[src/rtl/lmr_pkg.sv]
package lmr_pkg;

   // Operation codes presented by the decoder front end.
   typedef enum logic [3:0] {
      OP_IDLE_INSTR,
      OP_OR_LITERAL_TO_ACC,
      OP_LOAD_LITERAL_TO_ACC,
      OP_OR_ACC_WITH_REG,
      OP_STORE_ACC_TO_REG,
      OP_COPY_REG,
      OP_ROTATE_LEFT_THRU_SPILL,
      OP_SUBROUTINE_RETURN,
      OP_INTERRUPT_RETURN
   } op_t;

   localparam int DATA_W = 8;
   localparam int ADDR_W = 7;
   localparam int PC_W = 13;
   localparam int STACK_DEPTH = 8;
   localparam int SP_W = 3;
   localparam logic [DATA_W-1:0] ACC_RESET = 8'h00;
   localparam logic [PC_W-1:0] PC_RESET = 13'h0000;
   localparam logic [SP_W-1:0] SP_RESET = 3'h0;
   localparam logic [ADDR_W-1:0] REG_ADDR_MAX = 7'h7F;
   localparam logic DEST_ACC = 1'b0;
   localparam logic DEST_REG = 1'b1;
   // Instruction cycles taken by a return.
   localparam int RETURN_CYCLES = 2;

   // One instruction as handed over by the decoder.
   typedef struct packed {
      op_t op;
      logic [DATA_W-1:0] literal_operand;
      logic [ADDR_W-1:0] register_operand;
      logic result_target_select;
   } instr_t;

   // Result of the arithmetic unit.
   typedef struct packed {
      logic [DATA_W-1:0] value;
      logic spill;
   } alu_res_t;

endpackage

[src/rtl/lmr_alu.sv]
`timescale 1ns/1ps
module lmr_alu
   import lmr_pkg::*;
(
   // Operation and operands.
   input wire op_t op,
   input wire logic [DATA_W-1:0] acc,
   input wire logic [DATA_W-1:0] reg_value,
   input wire logic [DATA_W-1:0] literal_operand,
   input wire logic spill_in,
   // Result.
   output alu_res_t res
);

   // Pure combinational result; flags are chosen by the caller.
   always_comb
   begin
      res.value = acc;
      res.spill = spill_in;
      unique case (op)
         OP_OR_LITERAL_TO_ACC: res.value = acc | literal_operand;
         OP_LOAD_LITERAL_TO_ACC: res.value = literal_operand;
         OP_OR_ACC_WITH_REG: res.value = acc | reg_value;
         OP_STORE_ACC_TO_REG: res.value = acc;
         OP_COPY_REG: res.value = reg_value;
         OP_ROTATE_LEFT_THRU_SPILL:
         begin
            res.value = {reg_value[DATA_W-2:0], spill_in};
            res.spill = reg_value[DATA_W-1];
         end
         default: res.value = acc;
      endcase
   end

endmodule // lmr_alu

[src/rtl/lmr_exec.sv]
`timescale 1ns/1ps
// Contract
// - OR literal into accumulator, update zero
// - Load literal into accumulator, flags kept
// - OR accumulator with register, update zero
// - Select 0 accumulator, 1 register target
// - Store accumulator into register, flags kept
// - Copy register to target, update zero
// - Rotate left through spill, spill only
// - Subroutine return pops stack, two cycles
module lmr_exec
   import lmr_pkg::*;
(
   // Clock and reset.
   input wire logic SYS_CLK,
   input wire logic RESET_N,
   // Instruction from the decoder, taken when valid and ready.
   input wire logic INSTR_VALID,
   input wire instr_t INSTR,
   output logic INSTR_READY,
   // Program counter and call side of the stack.
   input wire logic PC_ADVANCE,
   input wire logic PUSH_VALID,
   input wire logic [PC_W-1:0] PUSH_ADDR,
   output logic [PC_W-1:0] PC,
   // Architectural state.
   output logic [DATA_W-1:0] ACC,
   output logic NULL_RESULT_FLAG,
   output logic SPILL_BIT,
   output logic GLOBAL_IRQ_ENABLE,
   // File register write port: enable, address and data.
   output logic REG_WE,
   output logic [ADDR_W-1:0] REG_WADDR,
   output logic [DATA_W-1:0] REG_WDATA
);

   typedef enum logic {ST_RUN, ST_RET2} phase_t;

   // Whole module state in one packed struct.
   typedef struct packed {
      phase_t phase;
      logic ready;
      logic [DATA_W-1:0] acc;
      logic zero;
      logic spill;
      logic global_irq_enable;
      logic [PC_W-1:0] pc;
      logic [SP_W-1:0] sp;
      logic [STACK_DEPTH-1:0][PC_W-1:0] stack;
      logic [REG_ADDR_MAX:0][DATA_W-1:0] regs;
      logic we;
      logic [ADDR_W-1:0] waddr;
      logic [DATA_W-1:0] wdata;
   } state_t;

   state_t st;
   state_t next_st;
   alu_res_t res;
   logic take;
   logic [SP_W-1:0] pop_sp;

   assign take = INSTR_VALID && (st.phase == ST_RUN);
   assign pop_sp = st.sp - 3'h1;

   lmr_alu u_alu (
      .op(INSTR.op),
      .acc(st.acc),
      .reg_value(st.regs[INSTR.register_operand]),
      .literal_operand(INSTR.literal_operand),
      .spill_in(st.spill),
      .res(res)
   );

   // Next state; a return holds the pipeline for its second cycle.
   always_comb
   begin
      next_st = st;
      next_st.we = 1'b0;
      if (st.phase == ST_RET2)
      begin
         next_st.phase = ST_RUN;
      end
      else
      begin
         if (PC_ADVANCE)
         begin
            next_st.pc = st.pc + 13'h0001;
         end
         if (PUSH_VALID)
         begin
            next_st.stack[st.sp] = PUSH_ADDR;
            next_st.sp = st.sp + 3'h1;
         end
      end
      if (take)
      begin
         unique case (INSTR.op)
            OP_OR_LITERAL_TO_ACC, OP_LOAD_LITERAL_TO_ACC:
               next_st.acc = res.value;
            OP_STORE_ACC_TO_REG:
            begin
               next_st.regs[INSTR.register_operand] = res.value;
               next_st.we = 1'b1;
               next_st.waddr = INSTR.register_operand;
               next_st.wdata = res.value;
            end
            OP_OR_ACC_WITH_REG, OP_COPY_REG, OP_ROTATE_LEFT_THRU_SPILL:
            begin
               if (INSTR.result_target_select == DEST_ACC)
               begin
                  next_st.acc = res.value;
               end
               else
               begin
                  next_st.regs[INSTR.register_operand] = res.value;
                  next_st.we = 1'b1;
                  next_st.waddr = INSTR.register_operand;
                  next_st.wdata = res.value;
               end
            end
            OP_SUBROUTINE_RETURN, OP_INTERRUPT_RETURN:
            begin
               next_st.pc = st.stack[pop_sp];
               next_st.sp = pop_sp;
               next_st.phase = ST_RET2;
               if (INSTR.op == OP_INTERRUPT_RETURN)
               begin
                  next_st.global_irq_enable = 1'b1;
               end
            end
            default: next_st.acc = st.acc;
         endcase
         if (INSTR.op inside {OP_OR_LITERAL_TO_ACC, OP_OR_ACC_WITH_REG, OP_COPY_REG})
         begin
            next_st.zero = (res.value == 8'h00);
         end
         if (INSTR.op == OP_ROTATE_LEFT_THRU_SPILL)
         begin
            next_st.spill = res.spill;
         end
      end
      // Ready is kept in its own flop so the port needs no decode after the register.
      next_st.ready = (next_st.phase == ST_RUN);
   end

   // State register with synchronous reset; file registers are cleared as well.
   always_ff @(posedge SYS_CLK)
   begin
      if (!RESET_N)
      begin
         st <= next_st;
         st.phase <= ST_RUN;
         st.ready <= 1'b1;
         st.acc <= ACC_RESET;
         st.zero <= 1'b0;
         st.spill <= 1'b0;
         st.global_irq_enable <= 1'b0;
         st.pc <= PC_RESET;
         st.sp <= SP_RESET;
         st.we <= 1'b0;
         st.waddr <= '0;
         st.wdata <= '0;
         st.stack <= '0;
         st.regs <= '0;
      end
      else
      begin
         st <= next_st;
      end
   end

   // Outputs straight from the state flip-flops.
   assign INSTR_READY = st.ready;
   assign ACC = st.acc;
   assign NULL_RESULT_FLAG = st.zero;
   assign SPILL_BIT = st.spill;
   assign GLOBAL_IRQ_ENABLE = st.global_irq_enable;
   assign PC = st.pc;
   assign REG_WE = st.we;
   assign REG_WADDR = st.waddr;
   assign REG_WDATA = st.wdata;

   property p_or_lit;
      @(posedge SYS_CLK) disable iff (!RESET_N)
      take && INSTR.op == OP_OR_LITERAL_TO_ACC
         |=> ACC == ($past(st.acc) | $past(INSTR.literal_operand))
         && NULL_RESULT_FLAG == (ACC == 8'h00);
   endproperty
   a_or_lit: assert property (p_or_lit) else $error("OR literal wrong");

   property p_load;
      @(posedge SYS_CLK) disable iff (!RESET_N)
      take && INSTR.op == OP_LOAD_LITERAL_TO_ACC |=> ACC == $past(INSTR.literal_operand)
         && $stable(NULL_RESULT_FLAG) && $stable(SPILL_BIT);
   endproperty
   a_load: assert property (p_load) else $error("literal load wrong");

   property p_or_reg;
      @(posedge SYS_CLK) disable iff (!RESET_N)
      take && INSTR.op == OP_OR_ACC_WITH_REG |=> NULL_RESULT_FLAG == ($past(res.value) == 8'h00);
   endproperty
   a_or_reg: assert property (p_or_reg) else $error("OR register zero wrong");

   property p_dest;
      @(posedge SYS_CLK) disable iff (!RESET_N)
      take && INSTR.op inside {OP_OR_ACC_WITH_REG, OP_COPY_REG, OP_ROTATE_LEFT_THRU_SPILL}
         |=> REG_WE == $past(INSTR.result_target_select) && (REG_WE || ACC == $past(res.value));
   endproperty
   a_dest: assert property (p_dest) else $error("destination wrong");

   property p_store;
      @(posedge SYS_CLK) disable iff (!RESET_N)
      take && INSTR.op == OP_STORE_ACC_TO_REG |=> REG_WE && REG_WDATA == $past(st.acc)
         && $stable(NULL_RESULT_FLAG);
   endproperty
   a_store: assert property (p_store) else $error("store wrong");

   property p_copy;
      @(posedge SYS_CLK) disable iff (!RESET_N)
      take && INSTR.op == OP_COPY_REG |=>
         NULL_RESULT_FLAG == ($past(st.regs[INSTR.register_operand]) == 8'h00);
   endproperty
   a_copy: assert property (p_copy) else $error("copy zero wrong");

   property p_rot;
      @(posedge SYS_CLK) disable iff (!RESET_N)
      take && INSTR.op == OP_ROTATE_LEFT_THRU_SPILL |=>
         SPILL_BIT == $past(st.regs[INSTR.register_operand][7]) && $stable(NULL_RESULT_FLAG);
   endproperty
   a_rot: assert property (p_rot) else $error("rotate wrong");

   property p_ret;
      @(posedge SYS_CLK) disable iff (!RESET_N)
      take && INSTR.op == OP_SUBROUTINE_RETURN |=> !INSTR_READY ##1 INSTR_READY;
   endproperty
   a_ret: assert property (p_ret) else $error("return timing wrong");

   property p_iret;
      @(posedge SYS_CLK) disable iff (!RESET_N)
      take && INSTR.op == OP_INTERRUPT_RETURN |=> GLOBAL_IRQ_ENABLE && !INSTR_READY
         && PC == $past(st.stack[pop_sp]);
   endproperty
   a_iret: assert property (p_iret) else $error("interrupt return wrong");

endmodule // lmr_exec

[config.mk]
export PLATFORM = sky130hd
export DESIGN_NAME = lmr_exec
export DESIGN_NICKNAME = d
export VERILOG_FILES = /design/src/rtl/lmr_pkg.sv /design/src/rtl/lmr_alu.sv /design/src/rtl/lmr_exec.sv
export SDC_FILE = /design/constraint.sdc
export NUM_CORES = 2
export LEC_CHECK = 0
export BUFFER_PORTS_ARGS = -buffer_cell sky130_fd_sc_hd__clkbuf_2
export CELL_PAD_IN_SITES_DETAIL_PLACEMENT = 1
export CELL_PAD_IN_SITES_GLOBAL_PLACEMENT = 2
export CORE_MARGIN = 1.5
export CORE_UTILIZATION = 42
export DETAILED_ROUTE_END_ITERATION = 7
export PLACE_DENSITY = 0.83
export SYNTH_ARGS = -nofsm -noshare
export SYNTH_HDL_FRONTEND = slang
export SYNTH_SLANG_ARGS = --single-unit
[constraint.sdc]
create_clock -name SYS_CLK -period 5.3 [get_ports SYS_CLK]
set_input_delay 0.53 -clock SYS_CLK [delete_from_list [all_inputs] [get_ports SYS_CLK]]
set_output_delay 0.53 -clock SYS_CLK [all_outputs]
set_load 0.02 [all_outputs]
### After elaboration in Yosys (flattened, before gate mapping)

Cells that the tools add are included.

| word-level totals | value |
|---|---|
| output and inout port bits | 41 |
| bits of input ports | 38 |
| word-level logic and storage cells | 208 |
| register bits | 1173 |

| cells by class | value |
|---|---|
| reduce and logical (&&, ||, !) cells | 17 |
| magnitude comparators | 5 |
| $add $sub $neg | 3 |
| bitwise gates (word level) | 4 |
| equal/unequal tests | 10 |
| mux-type cells | 22 |

Operators with widths:

| cell | number |
|---|---|
| $pmux 1040 s2 | 1 |
| $mux 1040 | 1 |
| $bwmux 1024 | 1 |
| $mux 120 | 1 |
| $mux 107 | 1 |
| $bwmux 104 | 1 |
| $bmux 8 s7 | 1 |
| $demux 8 s7 | 1 |
| $pmux 8 s5 | 1 |
| $bmux 13 s3 | 1 |
| $demux 13 s3 | 1 |
| $mux 13 | 3 |
| $mux 16 | 2 |
| $mux 8 | 3 |
| $eq 4x3->1 const B | 4 |
| $or 8x8->8 | 2 |
| $pmux 8 s2 | 1 |
| $add 13x1->13 const B | 1 |
| $reduce_and 3->1 | 3 |
| $eq 4x2->1 const B | 2 |
| $logic_not 8->1 | 1 |
| $lt 3x4->1 const B | 2 |
| $lt 7x8->1 const B | 1 |
| $reduce_and 2->1 | 4 |
| 14 further kinds | 21 |

### Logic depth before layout (Yosys ltp)

| logic depth | value |
|---|---|
| depth in word-level cells | 9 |
| mapped depth | 18 |
| gate-level depth less buffers | 10 |

### Cells and area by module

From an unflattened synthesis, not the netlist that was laid out.

| second synthesis, totals | value |
|---|---|
| cell total of the unflattened synthesis | 6534 |
| area total of the unflattened synthesis | 55324.3 µm² |

By module, submodules not included:

| module | sequential area each (µm²) | area an instance (µm²) | cells an instance | instances |
|---|---|---|---|---|
| lmr_exec | 23482.5 | 54873.9 | 6472 | 1 |
| lmr_alu | 0.0 | 450.4 | 62 | 1 |

### Worst setup path after synthesis

OpenSTA, ideal clock, no wires.

| timing path | value |
|---|---|
| path type | input to register |
| start | in INSTR[2] (netlist name) |
| end | reg st[105] (netlist name) |
| buffers on the path | 5 |
| slack | 1.704 ns |
| arrival | 3.464 ns |
| stages on the path | 15 |
| cells stage by stage | buf_4 > buf_4 > buf_6 > mux4_2 > a221oi_1 > nor2_1 > a21oi_1 > nand4_1 > o31a_1 > a2111oi_4 > nor2_2 > clkbuf_1 > clkbuf_1 > nand2_1 > a21oi_1 |

| on the way | value |
|---|---|
| word-level cells in the longest chain between the ends | 7 |
| elaborated cells on any way between the ends | 12 |
| classes of those cells | 2 x order compare; 8 x mux; 1 x bitwise; 1 x reduce/logical |

Ends and longest elaborated chain:

| element | RTL line | source |
|---|---|---|
| from (decl) | lmr_exec.sv:19 | `input wire instr_t INSTR,` |
| $bmux 8 s7, or another cell as far along | lmr_exec.sv:68 | `.reg_value(st.regs[INSTR.register_operand]),` |
| $mux 8 (not written as such) or $logic_and 1x1->1 (tied branches) | lmr_exec.sv:68, lmr_exec.sv:102, lmr_exec.sv:115 |  |
| $or 8x8->8 or $mux 8 (tied branches) | lmr_alu.sv:23, lmr_exec.sv:102, lmr_exec.sv:115 |  |
| $pmux 8 s5 or $demux 8 s7 (tied branches) | lmr_alu.sv:20, lmr_exec.sv:102, lmr_exec.sv:115 |  |
| $bwmux 1024 (*) | lmr_exec.sv:102, lmr_exec.sv:115 |  |
| $mux 1040 | lmr_exec.sv:109 | `if (INSTR.result_target_select == DEST_ACC)` |
| $pmux 1040 s2 (*) | lmr_exec.sv:97 | `unique case (INSTR.op)` |
| to (signal assigned) | lmr_exec.sv:151 | `st <= next_st;` |
| to (signal assigned) | lmr_exec.sv:168 | `st <= next_st;` |
| to (decl) | lmr_exec.sv:56 | `state_t st;` |

Every way passes the cells marked *; elsewhere a longest branch is shown, timed or not. The select of a mux whose other input is x is not followed.
A chain may end at the register's enable or synchronous reset.

### Final worst setup path

| timing path | value |
|---|---|
| start | in INSTR[1] (netlist name) |
| end | reg st[788] (netlist name) |

The elaborated chain is that of the path after synthesis.

==> impl_metrics.yaml <==
outcome:
  status: "complete, no violations"
yosys:
  synth_warnings: 0
  async_flop_share_pct: 0
  syn_inst: 6158
  synth_nets: 6199
  synth_ff_type: "dfxtp_1"
  seq_area_frac_synth_pct: 45.4
  synth_top_area_share_pct: 45.4
  ys_ff_latch: 1173
  syn_area_sq_um: 51700
  netlist-cell-type-count: 82
  synth_most_common_cell: "nand2_1"
  synth_top_area_cell: "dfxtp_1"
  synth_common_cells: "nand2_1, dfxtp_1, a21oi_1, nor2_1, mux2i_1"
  avgSynthCellArea_sq_um: 8.40
  synth_edf_count: 0
  synth_area_leaders: "dfxtp_1, nand2_1, a21oi_1"
drt:
  viasPerCell: 6.18
  vias: 48400
  ant_nets: 0
  first_pass_iters: 6
  drt_iter0_markers: 5169
  wl_microns: 221000
  drc: 0
  post_drt_wl_per_cell_microns: 28.2
sta:
  setup_viol: 0
  worst_slew_pin_slew_ps: 1160
  min_period_ps: 4520
  max_freq_ghz: 0.221
  post-route-period-util_pct: 85.3
  final.setup.tns_ps: 0
  rsz0062_at_grt: "false"
  final-max-slew-violation-count: 0
  skew_ps: 24.7
  slew_headroom_pct: 21.9
  hold_viol: 0
layout:
  layoutNonFillerInstCount: 7840
  nets: 6150
  area_growth_pct: 14.4
  final_layout_size_suffix_gt1_share_pct: 12.7
power_and_ir_drop:
  worst_ir_drop_vdd_mv: 0.344
  p_per_area_nw_per_um2: 344
  p_leak_nw: 22.0
cts:
  ctsHoldBuffers: 0
  clock-sinks: 1173
  htreeDepth: 4
  cts.clk_slew.worst_paths_ps: 60
  cts_made_buffers: 135
  clockRootBuffer: "clkbuf_16"
  ctsResizeCount: 0
  cts_buffer_depth: 3
  cts_setup_buffers: 0
  insertion_delay_ps: 790
  tritoncts: "built"
critical_path:
  crit_top_cell: "buf_4"
  worstSetupStartpointType: "primary input"
  reg2reg_from: "st[1172]"
  rrSetupSlack_ps: 1290
  critPathMaxFanout: 31
  critPathSlowestCell: "o41ai_1"
  cpPeakStageDelay_ps: 820
  endpoint_kind: "flip-flop"
  r2r_end: "st[833]"
  path_class: "in -> reg"
  arrival_ps: 5210
  cp_cell_sequence: "buf_8 -> nor2b_4 -> buf_4 -> buf_4 -> o2bb2ai_1 -> a221oi_1 -> o41ai_1 -> o311ai_0 -> buf_4 -> nor3_1 -> nor4_1 -> buf_4 -> nor2_4 -> buf_12 -> buf_4 -> nand2_1 -> a21oi_1"
  required_ps: 5980
  r2r.worst_path.cells: 8
global_routing:
  grt_max_degree: 141
  antenna_found_initial: 7
  grt_util_all_layers_pct: 34.6
  grt_pass1_vias: 48000
  overflow: 0
  grt_first_pass_wirelength_microns: 327000
hold_path:
  worstHoldStart: "PUSH_ADDR[4]"
  holdCritPathClass: "in -> reg"
  min_path_cells: 3
floorplanning:
  fp.dieW_microns: 354
  core_area_sq_um: 122000
  die_height_microns: 354
  ioPinCount: 79
  num_rows: 128
  start_util_pct: 42.4
  die_area_sq_um: 125000
run:
  maxCapViolations: 0
placement:
  dp.cells: 7597
  dp_hpwl_microns: 143000
  port_buffers: 78
  gp_congestion: 0.930
-- layout make-up --
cell class | count | area [sq um]
diodes | 2 | 5.00
repair buffers | 331 | 3000
clock inverters | 30 | 315
well taps | 1625 | 2030
fillers | 14200 | 62900
clock buffers | 211 | 4130
flip-flops and latches | 1173 | 23500
inverters | 18 | 75.1
multi-input cells | 4450 | 26100
-- critical path, delay by kind of cell --
family / cells / cell delay (ps)
buffers and inverters: 7 / 1700
AND/OR/NAND/NOR: 5 / 1150
AO/OA/AOI/OAI: 5 / 1700
-- sequential cells by signal (all words and copies together), names as in the netlist, named ones only --
register           flops
ACC                    8
GLOBAL_IRQ_ENABLE      1
INSTR_READY            1
NULL_RESULT_FLAG       1
PC                    13
REG_WADDR              7
REG_WDATA              8
REG_WE                 1
SPILL_BIT              1
st                  1028
-- where the power goes --
part / internal [mW] / switching [mW]
sequential: 8.86 / 0.0390
clock: 5.55 / 3.97
combinational: 0.516 / 1.41
-- stage by stage --
stage	setup WS (ps)	area (sq um)	power [mW]	hold slack (ps)	util, %
2_1_floorplan	1700	51700	10.1	427	-
3_3_place_gp	299	54700	11.0	434	44.8
3_5_place_dp	279	54700	11.0	442	44.8
4_1_cts	1080	59200	20.4	44.8	48.5
5_1_grt	787	59200	20.8	99.8	48.5
6_report	779	59200	20.3	79.5	48.5
-- routing by layer --
metal  global-route usage, %  vias up  routed length [microns]
met5                       0        -                       58
met1                    47.0    24600                    94500
met2                    53.2     2068                    98500
met3                    6.78      529                    18000
met4                    15.3        8                    10200
li1                        -    21200                        -
-- layout by cell type, fill, tap and decap left out, types with 38 or more instances in the layout --
| master | n |
|---|---|
| a21oi_1 | 889 |
| a221oi_1 | 92 |
| a22oi_1 | 45 |
| buf_12 | 54 |
| buf_4 | 199 |
| clkbuf_16 | 139 |
| clkbuf_2 | 75 |
| clkbuf_8 | 38 |
| dfxtp_1 | 1172 |
| mux2_2 | 55 |
| mux2i_1 | 424 |
| mux4_2 | 135 |
| nand2_1 | 1546 |
| nand3_1 | 122 |
| nor2_1 | 591 |
| nor3_1 | 137 |
| o21ai_0 | 41 |
| o22ai_1 | 39 |
-- kinds of logic after synthesis --
family | after synthesis | synth area share (%)
simple gates | 2530 | 19.7
compound gates | 1284 | 14.7
flops | 1173 | 45.4
mux | 617 | 15.3
buf+inv | 535 | 4.56
xor+xnor | 15 | 0.254
fa+ha+maj | 4 | 0.0919
-- worst max path at each step --
stage,start,to,slack (ps),cells after the start
2_1_floorplan,INSTR[2],st[105],1700,15
3_3_place_gp,INSTR[1],st[348],300,17
3_5_place_dp,INSTR[1],st[924],280,17
4_1_cts,INSTR[1],st[924],1080,17
5_1_grt,INSTR[1],st[788],790,17
6_report,INSTR[1],st[788],780,17
(Power assumes the default switching activity.)
